### config.mk
export PLATFORM = sky130hd
export DESIGN_NAME = srwl_top
export DESIGN_NICKNAME = d
export VERILOG_FILES = /design/src/shared/srwl_pkg.sv /design/src/rtl/srwl_top.sv /design/src/rtl/srwl_uid_rom.sv
export SDC_FILE = /design/constraint.sdc
export NUM_CORES = 1
export LEC_CHECK = 0
export ABC_AREA = 1
export ABC_CLOCK_PERIOD_IN_PS = 8020
export BUFFER_PORTS_ARGS = -buffer_cell sky130_fd_sc_hd__buf_2
export CORE_ASPECT_RATIO = 0.9
export CORE_MARGIN = 1.5
export CORE_UTILIZATION = 45
export DETAILED_ROUTE_END_ITERATION = 10
export MAX_ROUTING_LAYER = met4
export PLACE_DENSITY = 0.66
export SYNTH_ARGS = -nofsm -noshare
export SYNTH_HDL_FRONTEND = slang
export SYNTH_SLANG_ARGS = --single-unit
### constraint.sdc
create_clock -name mclk_in -period 8.02 [get_ports mclk_in]
set_input_delay 1.604 -clock mclk_in [delete_from_list [all_inputs] [get_ports mclk_in]]
set_output_delay 1.604 -clock mclk_in [all_outputs]
set_load 0.01 [all_outputs]
### src/shared/srwl_pkg.sv
/*
 * Constants and carrier types for the system register write lock.
 * Assumes a plain 32-bit register port with one-cycle strobes.
 */
`default_nettype none
package srwl_pkg;

	localparam logic [31:0] KEY_FIRST  = 32'haa996655;
	localparam logic [31:0] KEY_SECOND = 32'h556699aa;
	localparam logic [31:0] RELOCK_VAL = 32'h00000000;

	// Word addresses (byte address / 4) in one local 32-bit space.
	localparam int          AW                = 10;
	localparam logic [9:0]  ADDR_KEY          = 10'h000;
	localparam logic [9:0]  ADDR_OSC_CTRL     = 10'h001;
	localparam logic [9:0]  ADDR_PLL_CTRL     = 10'h002;
	localparam logic [9:0]  ADDR_FRC_TUNE     = 10'h003;
	localparam logic [9:0]  ADDR_PERIPH_DIS   = 10'h004;
	localparam logic [9:0]  ADDR_SW_RESET     = 10'h005;
	localparam logic [9:0]  ADDR_PIN_SELECT   = 10'h006;
	localparam logic [9:0]  ADDR_NMI_CTRL     = 10'h007;
	localparam logic [9:0]  ADDR_PWR_CTRL     = 10'h008;
	localparam logic [9:0]  ADDR_CAL_CTRL1    = 10'h009;
	localparam logic [9:0]  ADDR_ANALOG_CFG   = 10'h00a;
	localparam logic [9:0]  ADDR_BUF_STATUS   = 10'h00b;
	localparam logic [9:0]  ADDR_UID_BASE     = 10'h010;
	localparam logic [9:0]  ADDR_RSVD0        = 10'h020;
	localparam logic [9:0]  ADDR_RSVD1        = 10'h021;
	localparam logic [9:0]  ADDR_RSVD2        = 10'h022;

	localparam int          NUM_PROT          = 9;
	localparam int          NUM_UID           = 5;
	localparam logic [31:0] PROT_RESET        = 32'h00000000;
	localparam logic [31:0] ANALOG_CONFIG_REG_RESET       = 32'h00000000;
	localparam int          BIT_CMP_BUF       = 1;
	localparam int          BIT_ADC_BUF       = 2;

	// Arbitrary neutral identifier value; the real one is fused.
	localparam logic [159:0] UID_DEFAULT =
		160'h0123456789abcdef0011223344556677_8899aabb;

	typedef enum logic [1:0] {
		KEY_IDLE,
		KEY_HALF,
		KEY_OPEN
	} srwl_key_state_t;

	typedef struct packed {
		logic          wr;
		logic          rd;
		logic [AW-1:0] addr;
		logic [31:0]   wdata;
	} srwl_req_t;

endpackage : srwl_pkg
`default_nettype wire

### src/rtl/srwl_top.sv
/*
 * System register write lock: key register, nine guarded control
 * registers, analog buffer configuration, identifier and reserved words.
 * Assumes a master that keeps the strobes one cycle long and exclusive.
 */
`default_nettype none
module srwl_top
(
	input  wire logic                       mclk_in,
	input  wire logic                       sys_rst_in,
	input  wire logic [srwl_pkg::AW-1:0]    addr_in,
	input  wire logic [31:0]                wdata_in,
	input  wire logic                       wr_in,
	input  wire logic                       rd_in,
	input  wire logic                       cmp_ref_request_in,
	input  wire logic                       adc_ref_request_in,
	output logic      [31:0]                rdata_out,
	output logic                            unlocked_out,
	output logic      [31:0]                oscillator_control_reg_out,
	output logic      [31:0]                system_pll_control_reg_out,
	output logic      [31:0]                fast_rc_tuning_reg_out,
	output logic      [31:0]                peripheral_disable_control_reg_out,
	output logic      [31:0]                software_reset_reg_out,
	output logic      [31:0]                pin_select_config_reg_out,
	output logic      [31:0]                nonmaskable_irq_control_reg_out,
	output logic      [31:0]                power_control_reg_out,
	output logic      [31:0]                calendar_clock_control_one_reg_out,
	output logic                            cmp_buffer_on_out,
	output logic                            adc_buffer_on_out
);
	import srwl_pkg::*;

	srwl_req_t       req;
	srwl_key_state_t key_state_q;
	srwl_key_state_t key_state_d;
	logic [31:0]     prot_q [NUM_PROT];
	logic [31:0]     analog_config_reg_q;
	logic [31:0]     rdata_q;
	logic [31:0]     rdata_d;
	logic [31:0]     uid_word;
	logic            key_wr;
	logic            is_prot;
	logic [3:0]      prot_idx;
	logic            is_uid;
	logic [2:0]      uid_idx;

	assign req = '{wr: wr_in, rd: rd_in, addr: addr_in, wdata: wdata_in};
	assign key_wr = req.wr && (req.addr == ADDR_KEY);
	assign is_prot = (req.addr >= ADDR_OSC_CTRL) &&
		(req.addr <= ADDR_CAL_CTRL1);
	assign prot_idx = 4'(req.addr - ADDR_OSC_CTRL);
	assign is_uid = (req.addr >= ADDR_UID_BASE) &&
		(req.addr < ADDR_UID_BASE + 10'(NUM_UID));
	// The store is only indexed on a read, so its word is zero otherwise.
	assign uid_idx = (req.rd && is_uid) ?
		3'(req.addr - ADDR_UID_BASE) : 3'h7;

	// Any bus write other than the second key or a repeated first key breaks the sequence,
	// so the two keys must land on back-to-back write operations.
	always_comb
	begin
		key_state_d = key_state_q;
		if (key_wr)
		begin
			unique case (key_state_q)
				KEY_IDLE:
					key_state_d = (req.wdata == KEY_FIRST) ?
						KEY_HALF : KEY_IDLE;
				KEY_HALF:
					if (req.wdata == KEY_SECOND)
						key_state_d = KEY_OPEN;
					else if (req.wdata == KEY_FIRST)
						key_state_d = KEY_HALF;
					else
						key_state_d = KEY_IDLE;
				KEY_OPEN:
					if ((req.wdata == KEY_FIRST) ||
						(req.wdata == KEY_SECOND))
						key_state_d = KEY_OPEN;
					else
						key_state_d = KEY_IDLE;
			endcase
		end
		else if (req.wr && (key_state_q == KEY_HALF))
			key_state_d = KEY_IDLE;
	end

	always_ff @(posedge mclk_in)
	begin
		if (sys_rst_in)
			key_state_q <= KEY_IDLE;
		else
			key_state_q <= key_state_d;
	end

	always_ff @(posedge mclk_in)
	begin
		if (sys_rst_in)
			unlocked_out <= 1'b0;
		else
			unlocked_out <= (key_state_d == KEY_OPEN);
	end

	// Locked writes vanish without a flag; software sees no fault.
	always_ff @(posedge mclk_in)
	begin
		if (sys_rst_in)
		begin
			for (int i = 0; i < NUM_PROT; i++)
				prot_q[i] <= PROT_RESET;
		end
		else if (req.wr && is_prot && (key_state_q == KEY_OPEN))
			prot_q[prot_idx] <= req.wdata;
	end

	always_ff @(posedge mclk_in)
	begin
		if (sys_rst_in)
			analog_config_reg_q <= ANALOG_CONFIG_REG_RESET;
		else if (req.wr && (req.addr == ADDR_ANALOG_CFG))
		begin
			analog_config_reg_q <= 32'h00000000;
			analog_config_reg_q[BIT_CMP_BUF] <= req.wdata[BIT_CMP_BUF];
			analog_config_reg_q[BIT_ADC_BUF] <= req.wdata[BIT_ADC_BUF];
		end
	end

	always_ff @(posedge mclk_in)
	begin
		if (sys_rst_in)
		begin
			cmp_buffer_on_out <= 1'b0;
			adc_buffer_on_out <= 1'b0;
		end
		else
		begin
			cmp_buffer_on_out <= cmp_ref_request_in ||
				analog_config_reg_q[BIT_CMP_BUF];
			adc_buffer_on_out <= adc_ref_request_in ||
				analog_config_reg_q[BIT_ADC_BUF];
		end
	end

	srwl_uid_rom u_uid (
		.mclk_in    (mclk_in),
		.sys_rst_in (sys_rst_in),
		.index_in   (uid_idx),
		.data_out   (uid_word)
	);

	// Reserved words and unmapped addresses read zero and drop writes,
	// which keeps a stray store from any register, but it still resets a half-entered key sequence.
	always_comb
	begin
		rdata_d = 32'h00000000;
		if (req.rd)
		begin
			if (req.addr == ADDR_KEY)
				rdata_d = {31'h0, key_state_q == KEY_OPEN};
			else if (is_prot)
				rdata_d = prot_q[prot_idx];
			else if (req.addr == ADDR_ANALOG_CFG)
				rdata_d = analog_config_reg_q;
			else if (req.addr == ADDR_BUF_STATUS)
				rdata_d = {29'h0, adc_buffer_on_out,
					cmp_buffer_on_out, 1'b0};
		end
	end

	always_ff @(posedge mclk_in)
	begin
		if (sys_rst_in)
			rdata_q <= 32'h00000000;
		else
			rdata_q <= rdata_d;
	end

	// The identifier word already leaves its store registered, so it is
	// merged here instead of being registered twice; that keeps every
	// read answering in the cycle right after its strobe.
	assign rdata_out = rdata_q | uid_word;

	assign oscillator_control_reg_out         = prot_q[0];
	assign system_pll_control_reg_out         = prot_q[1];
	assign fast_rc_tuning_reg_out             = prot_q[2];
	assign peripheral_disable_control_reg_out = prot_q[3];
	assign software_reset_reg_out             = prot_q[4];
	assign pin_select_config_reg_out          = prot_q[5];
	assign nonmaskable_irq_control_reg_out    = prot_q[6];
	assign power_control_reg_out              = prot_q[7];
	assign calendar_clock_control_one_reg_out = prot_q[8];

endmodule : srwl_top
`default_nettype wire

### src/rtl/srwl_uid_rom.sv
/*
 * Read-only unique identifier store, five words, registered read data.
 * Assumes the identifier is fixed at build time and has no write path.
 */
`default_nettype none
module srwl_uid_rom
	import srwl_pkg::*;
#(
	parameter logic [159:0] UID_VALUE = UID_DEFAULT
) (
	input  wire logic        mclk_in,
	input  wire logic        sys_rst_in,
	input  wire logic [2:0]  index_in,
	output logic      [31:0] data_out
);

	logic [31:0] word_d;

	// No write port exists, so no erase or store can alter the words.
	always_comb
	begin
		word_d = 32'h00000000;
		if (index_in < 3'h5)
			word_d = UID_VALUE[32*index_in +: 32];
	end

	always_ff @(posedge mclk_in)
	begin
		if (sys_rst_in)
			data_out <= 32'h00000000;
		else
			data_out <= word_d;
	end

endmodule : srwl_uid_rom
`default_nettype wire

---- Word level (Yosys, flattened, before mapping) ----
Memory sizes are Yosys's and may differ from the RTL's.
Cells that the tools add are included.
storage, ports and cells
  output and inout port bits .............. 323
  word-level logic and storage cells ...... 63
  input port bits ......................... 48
  flip-flop bits (word level) ............. 71
  memory bits (writable) .................. 288
  memories kept ........................... 1
memories
  memory  depth  bits a word  read ports  clocked after memory_dff  wr ports  line            source
  prot_q  9      32           10          0                         9         srwl_top.sv:36  logic [31:0] prot_q [NUM_PROT];
cells by class
  $add $sub $neg .......................... 2
  reduce and logical (&&, ||, !) cells .... 17
  shift-type cells ........................ 1
  equality and inequality tests ........... 7
  $lt $le $gt $ge ......................... 5
  mux-type cells .......................... 19
  bitwise operators ....................... 3
operators by type and width
  kind                                                                 number
  variable part select 160 x 9 -> 32 bit (first input constant)        1
  2-to-1 mux 32 bit                                                    2
  == test 32 x 31 -> 1 bit (second input constant)                     1
  == test 32 bit (second input constant)                               1
  bitwise OR 32 bit                                                    1
  OR reduction 32 bit                                                  1
  == test 10 x 4 -> 1 bit (second input constant)                      2
  greater-or-equal comparator 10 x 1 -> 1 bit (second input constant)  1
  greater-or-equal comparator 10 x 5 -> 1 bit (second input constant)  1
  <= comparator 10 x 4 -> 1 bit (second input constant)                1
  logical NOT 10 bit                                                   1
  less-than comparator 10 x 5 -> 1 bit (second input constant)         1
  2-to-1 mux 3 bit                                                     3
  logical AND 1 bit                                                    8
  2-to-1 mux 1 bit                                                     8
  2-to-1 mux 2 bit                                                     4
  case mux 2 bit (3 select lines)                                      1
  == test 2 bit (second input constant)                                2
  2-to-1 mux 4 bit                                                     1
  OR reduction 2 bit                                                   2
  subtractor 4 x 1 -> 4 bit (second input constant)                    1
  logical OR 1 bit                                                     3
  less-than comparator 3 bit (second input constant)                   1
  OR reduction 3 bit                                                   1
  other kinds (4)                                                      5

---- Logic depth before layout (Yosys ltp) ----
  word-level depth ........................ 9
  gate-level depth with buffers ........... 17
  gate-level depth less buffers ........... 12

---- Modules after synthesis ----
From an unflattened synthesis, not the netlist that was laid out.
second synthesis, totals
  cells, all modules ...................... 2191
  area total of the unflattened synthesis .. 23606.4 um^2
by module, submodules not included
  module        area each (um^2)  instances  cells each  sequential area each (um^2)
  srwl_top      23167.2           1          2134        16155.5
  srwl_uid_rom  439.2             1          57          120.1

---- Worst setup path after synthesis ----
No wires, ideal clock.
  path type ............................... input to register
  start ................................... input addr_in[0] (netlist name)
  end ..................................... memory prot_q[15][0] (enable)
  setup time .............................. 0.502 ns
  arrival ................................. 6.328 ns
  buffers on the path ..................... 3
  stages .................................. 9
  required time ........................... 7.518 ns
  setup slack ............................. 1.191 ns
  cells stage by stage .................... buf_2 > inv_2 > clkbuf_1 > clkbuf_1 > ha_1 > nor2_1 > nor2_4 > nand2_1 > nor4_1
RTL lines
  what                line            source
  start: declaration  srwl_top.sv:11  input wire logic [srwl_pkg::AW-1:0] addr_in,
  end: declaration    srwl_top.sv:36

==> out/metrics.yaml <==
status:
  outcome: "completed"
clock_network:
  post_cts_resize_count: 0
  cts_sinks: 557
  cts_root_buf: "clkbuf_16"
  cts.clk_slew.worst_paths_ns: 0.06
  clockBufferDepth: 3
  post-cts-setup-buffer-count: 0
  cts_tree: "done"
  numCtsBuffers: 56
  ctsHoldBuffers: 0
  htree_levels: 2
  clock_latency_ns: 0.62
floorplanning:
  placeableCoreArea_mm2: 0.0507
  fp.dieW_um: 243
  floorplan.initialDensity: 0.459
  die_y_um: 219
  ios: 371
  die_area_mm2: 0.0531
  num_rows: 78
layout:
  n_fill_cell: 4465
  final_cell_mix: "nor2_1, edfxtp_1, buf_2, nand2_1, o21ai_0"
  area_growth_pct: 18.7
  fin_cells: 3207
  final_common_cell: "nor2_1"
  num-nets-final: 2531
  drive_above_1_share: 0.209
  final_core_util: 0.545
  final_area_mm2: 0.0276
timing:
  max-slew-margin-rel: 0.192
  finalSetupViolations: 0
  max_freq_ghz: 0.177
  tns_ns: 0
  period_minus_slack_ns: 5.67
  grt_setup_unrepaired: "no"
  clock_skew_ns: 0.0147
  period_share: 0.706
  worst_slew_pin_slew_ns: 1.21
  hold-worst-slack_ns: 0.502
  hold_violations: 0
  maxSlewViolCount: 0
global_route:
  antenna_found_initial: 4
  grt_max_degree: 155
  grt_use_total: 0.287
  grt_pass1_vias: 17100
  gr-total-overflow: 0
  grt_pass1_wl_mm: 110
critical_path:
  crit_start: "addr_in[0]"
  rr_startpoint: "key_state_q[0]$_SDFF_PP0_"
  cp-end-kind: "flip-flop"
  crit_path_frequent_cell: "nand2_1"
  r2r_setup_slack_ns: 4.51
  cp-start-kind: "input pin"
  crit_chain: "clkbuf_8, inv_8, ha_4, inv_1, nand2_1, nand2_1, nand2_1, nand2_1, nor2_2, inv_2, nor2_4, nand3_4, nand2_2"
  crit_path_max_fanout: 154
  critPathBufInv: 4
  crit_family: "simple AND/OR/NAND/NOR gates"
  cp_data_required_time_ns: 8.24
  path_class: "input pin to flip-flop"
  crit_path_top_delay_cell: "nand2_2"
  crit_path_max_incr_delay_ns: 1.09
  arrival_ns: 5.89
synthesis:
  synth.avg_cell_area_um2: 10.9
  synth_mux_area_frac: 0
  synthSimpleGateAreaFrac: 0.170
  synthXorXnorAreaFrac: 0.00107
  synth_flop_cell: "edfxtp_1"
  yosysUniqueCellTypes: 35
  synth_seq_cells: 557
  synth_compound_area_frac: 0.0920
  async_flop_share: 0
  synth_top_family_by_area: "simple AND/OR/NAND/NOR gates"
  yosysWarnings: 0
  synthAdderAreaFrac: 0.00376
  ys_seq_area_frac: 0.699
  syn_area_mm2: 0.0233
  synth-edff-count: 512
  synthCells: 2138
drt:
  ant_nets: 0
  drt_iter0_markers: 2065
  drc: 0
  drt-total-wl_mm: 76.2
  first_pass_iters: 6
  detail_route.wl_per_cell_um: 23.7
  vias_per_cell: 5.71
  route.vias.total: 18300
placed_design:
  port_buffers: 370
  place_inst: 3098
  place_congestion: 0.885
  dpl_cell_area_mm2: 0.0257
  place_hpwl_mm: 46.8
power:
  p_leak_nw: 11.0
  p_sw_frac: 0.239
  peakVddDrop_mv: 0.196
  clkPwrFrac: 0.417
  switchingPower_w: 0.00157
  combPwrFrac: 0.084
  p_int_w: 0.00500
  p_per_area_mw_per_mm2: 237
  power_frac_seq: 0.499
flow_run:
  drv_cap: 0
worst_hold_path:
  holdCritStartpoint: "analog_config_reg_q[2]$_SDFFE_PP0P_"
  hold_path_class: "flip-flop to flip-flop"
final timing paths:
path                                                       endpoint  cells after the start
worst min register to register  analog_config_reg_q[2]$_SDFFE_PP0P_                      2
worst max-delay path                    prot_q[1][28]$_SDFFCE_PN0P_                     13
worst max register to register          prot_q[1][28]$_SDFFCE_PN0P_                      6
worst min-delay path            analog_config_reg_q[2]$_SDFFE_PP0P_                      2
stage by stage:
step / power (W) / setup WS [ns]
2_1_floorplan: 0.00364 / 1.19
3_3_place_gp: 0.00387 / 1.87
3_5_place_dp: 0.00388 / 1.79
4_1_cts: 0.00657 / 2.43
5_1_grt: 0.00674 / 2.12
6_report: 0.00656 / 2.35
cells in the mapped netlist (4+ instances only):
library cell    n  share of area
a21oi_1        15         0.0032
buf_1          10         0.0016
buf_2          37         0.0080
buf_4           5         0.0016
clkbuf_1       81          0.013
clkinv_1       32         0.0052
dfxtp_1        45          0.039
edfxtp_1      512           0.66
ha_1            7         0.0038
inv_1          23         0.0037
nand2_1       269          0.043
nand3_1        16         0.0034
nand3_4         7         0.0053
nor2_1        638           0.10
nor2_4          4         0.0019
nor3_1         13         0.0028
o21ai_0       251          0.054
o22ai_1       123          0.033
or2_2          28         0.0075
registers in the layout (all words and copies together) (netlist names):
register / flops
key_state_q: 2
adc_buffer_on_out: 1
analog_config_reg_q: 2
unlocked_out: 1
rdata_q: 32
cmp_buffer_on_out: 1
u_uid.data_out: 6
prot_q: 512
worst register-to-register path: stages (launching register included):
cell and delay, ns:
dfxtp_1 0.33, inv_1 0.07, ha_1 0.22, nand3_1 0.19, nor2_4 0.54, nand3_4 0.65, nand2_2 1.10
kinds of logic (layout without fill, tap and decap cells):
| kind of cell | after synthesis | after routing |
|---|---|---|
| and+or+nand+nor | 985 | 985 |
| DFF | 557 | 557 |
| AOI/OAI and AO/OA | 394 | 394 |
| buffers and inverters | 192 | 546 |
| adders and majority gates | 7 | 7 |
| xor gates and xnor gates | 2 | 2 |
| other | 1 | 36 |
metal layers:
layer  share of wire  wire, um  track usage
met1            0.40     30400        0.385
met2            0.49     37000        0.462
met3           0.091      6900       0.0372
met4           0.024      1800       0.0816
met5               0         0            -
power groups by stage:
stage / sequential, W / clock [W] / combinational (W)
global placement: 0.00333 / 0 / 0.000535
detailed placement: 0.00334 / 0 / 0.000544
finish: 0.00327 / 0.00274 / 0.000552
floorplan: 0.00335 / 0 / 0.000293
CTS: 0.00327 / 0.00275 / 0.000547
global route: 0.00328 / 0.00286 / 0.000601
area by class of cell:
type                    instances  area (um^2)  share of cell area
flip-flops and latches        557        16300               0.589
well taps                     680          851              0.0308
repair buffers                383         1960              0.0708
multi-input cells            1420         6430               0.233
inverters                      58          228             0.00824
clock inverters                28          375              0.0136
clock buffers                  77         1520              0.0550
diodes                          4         10.0            0.000362
Note: power is estimated with default switching activity, not from simulation.
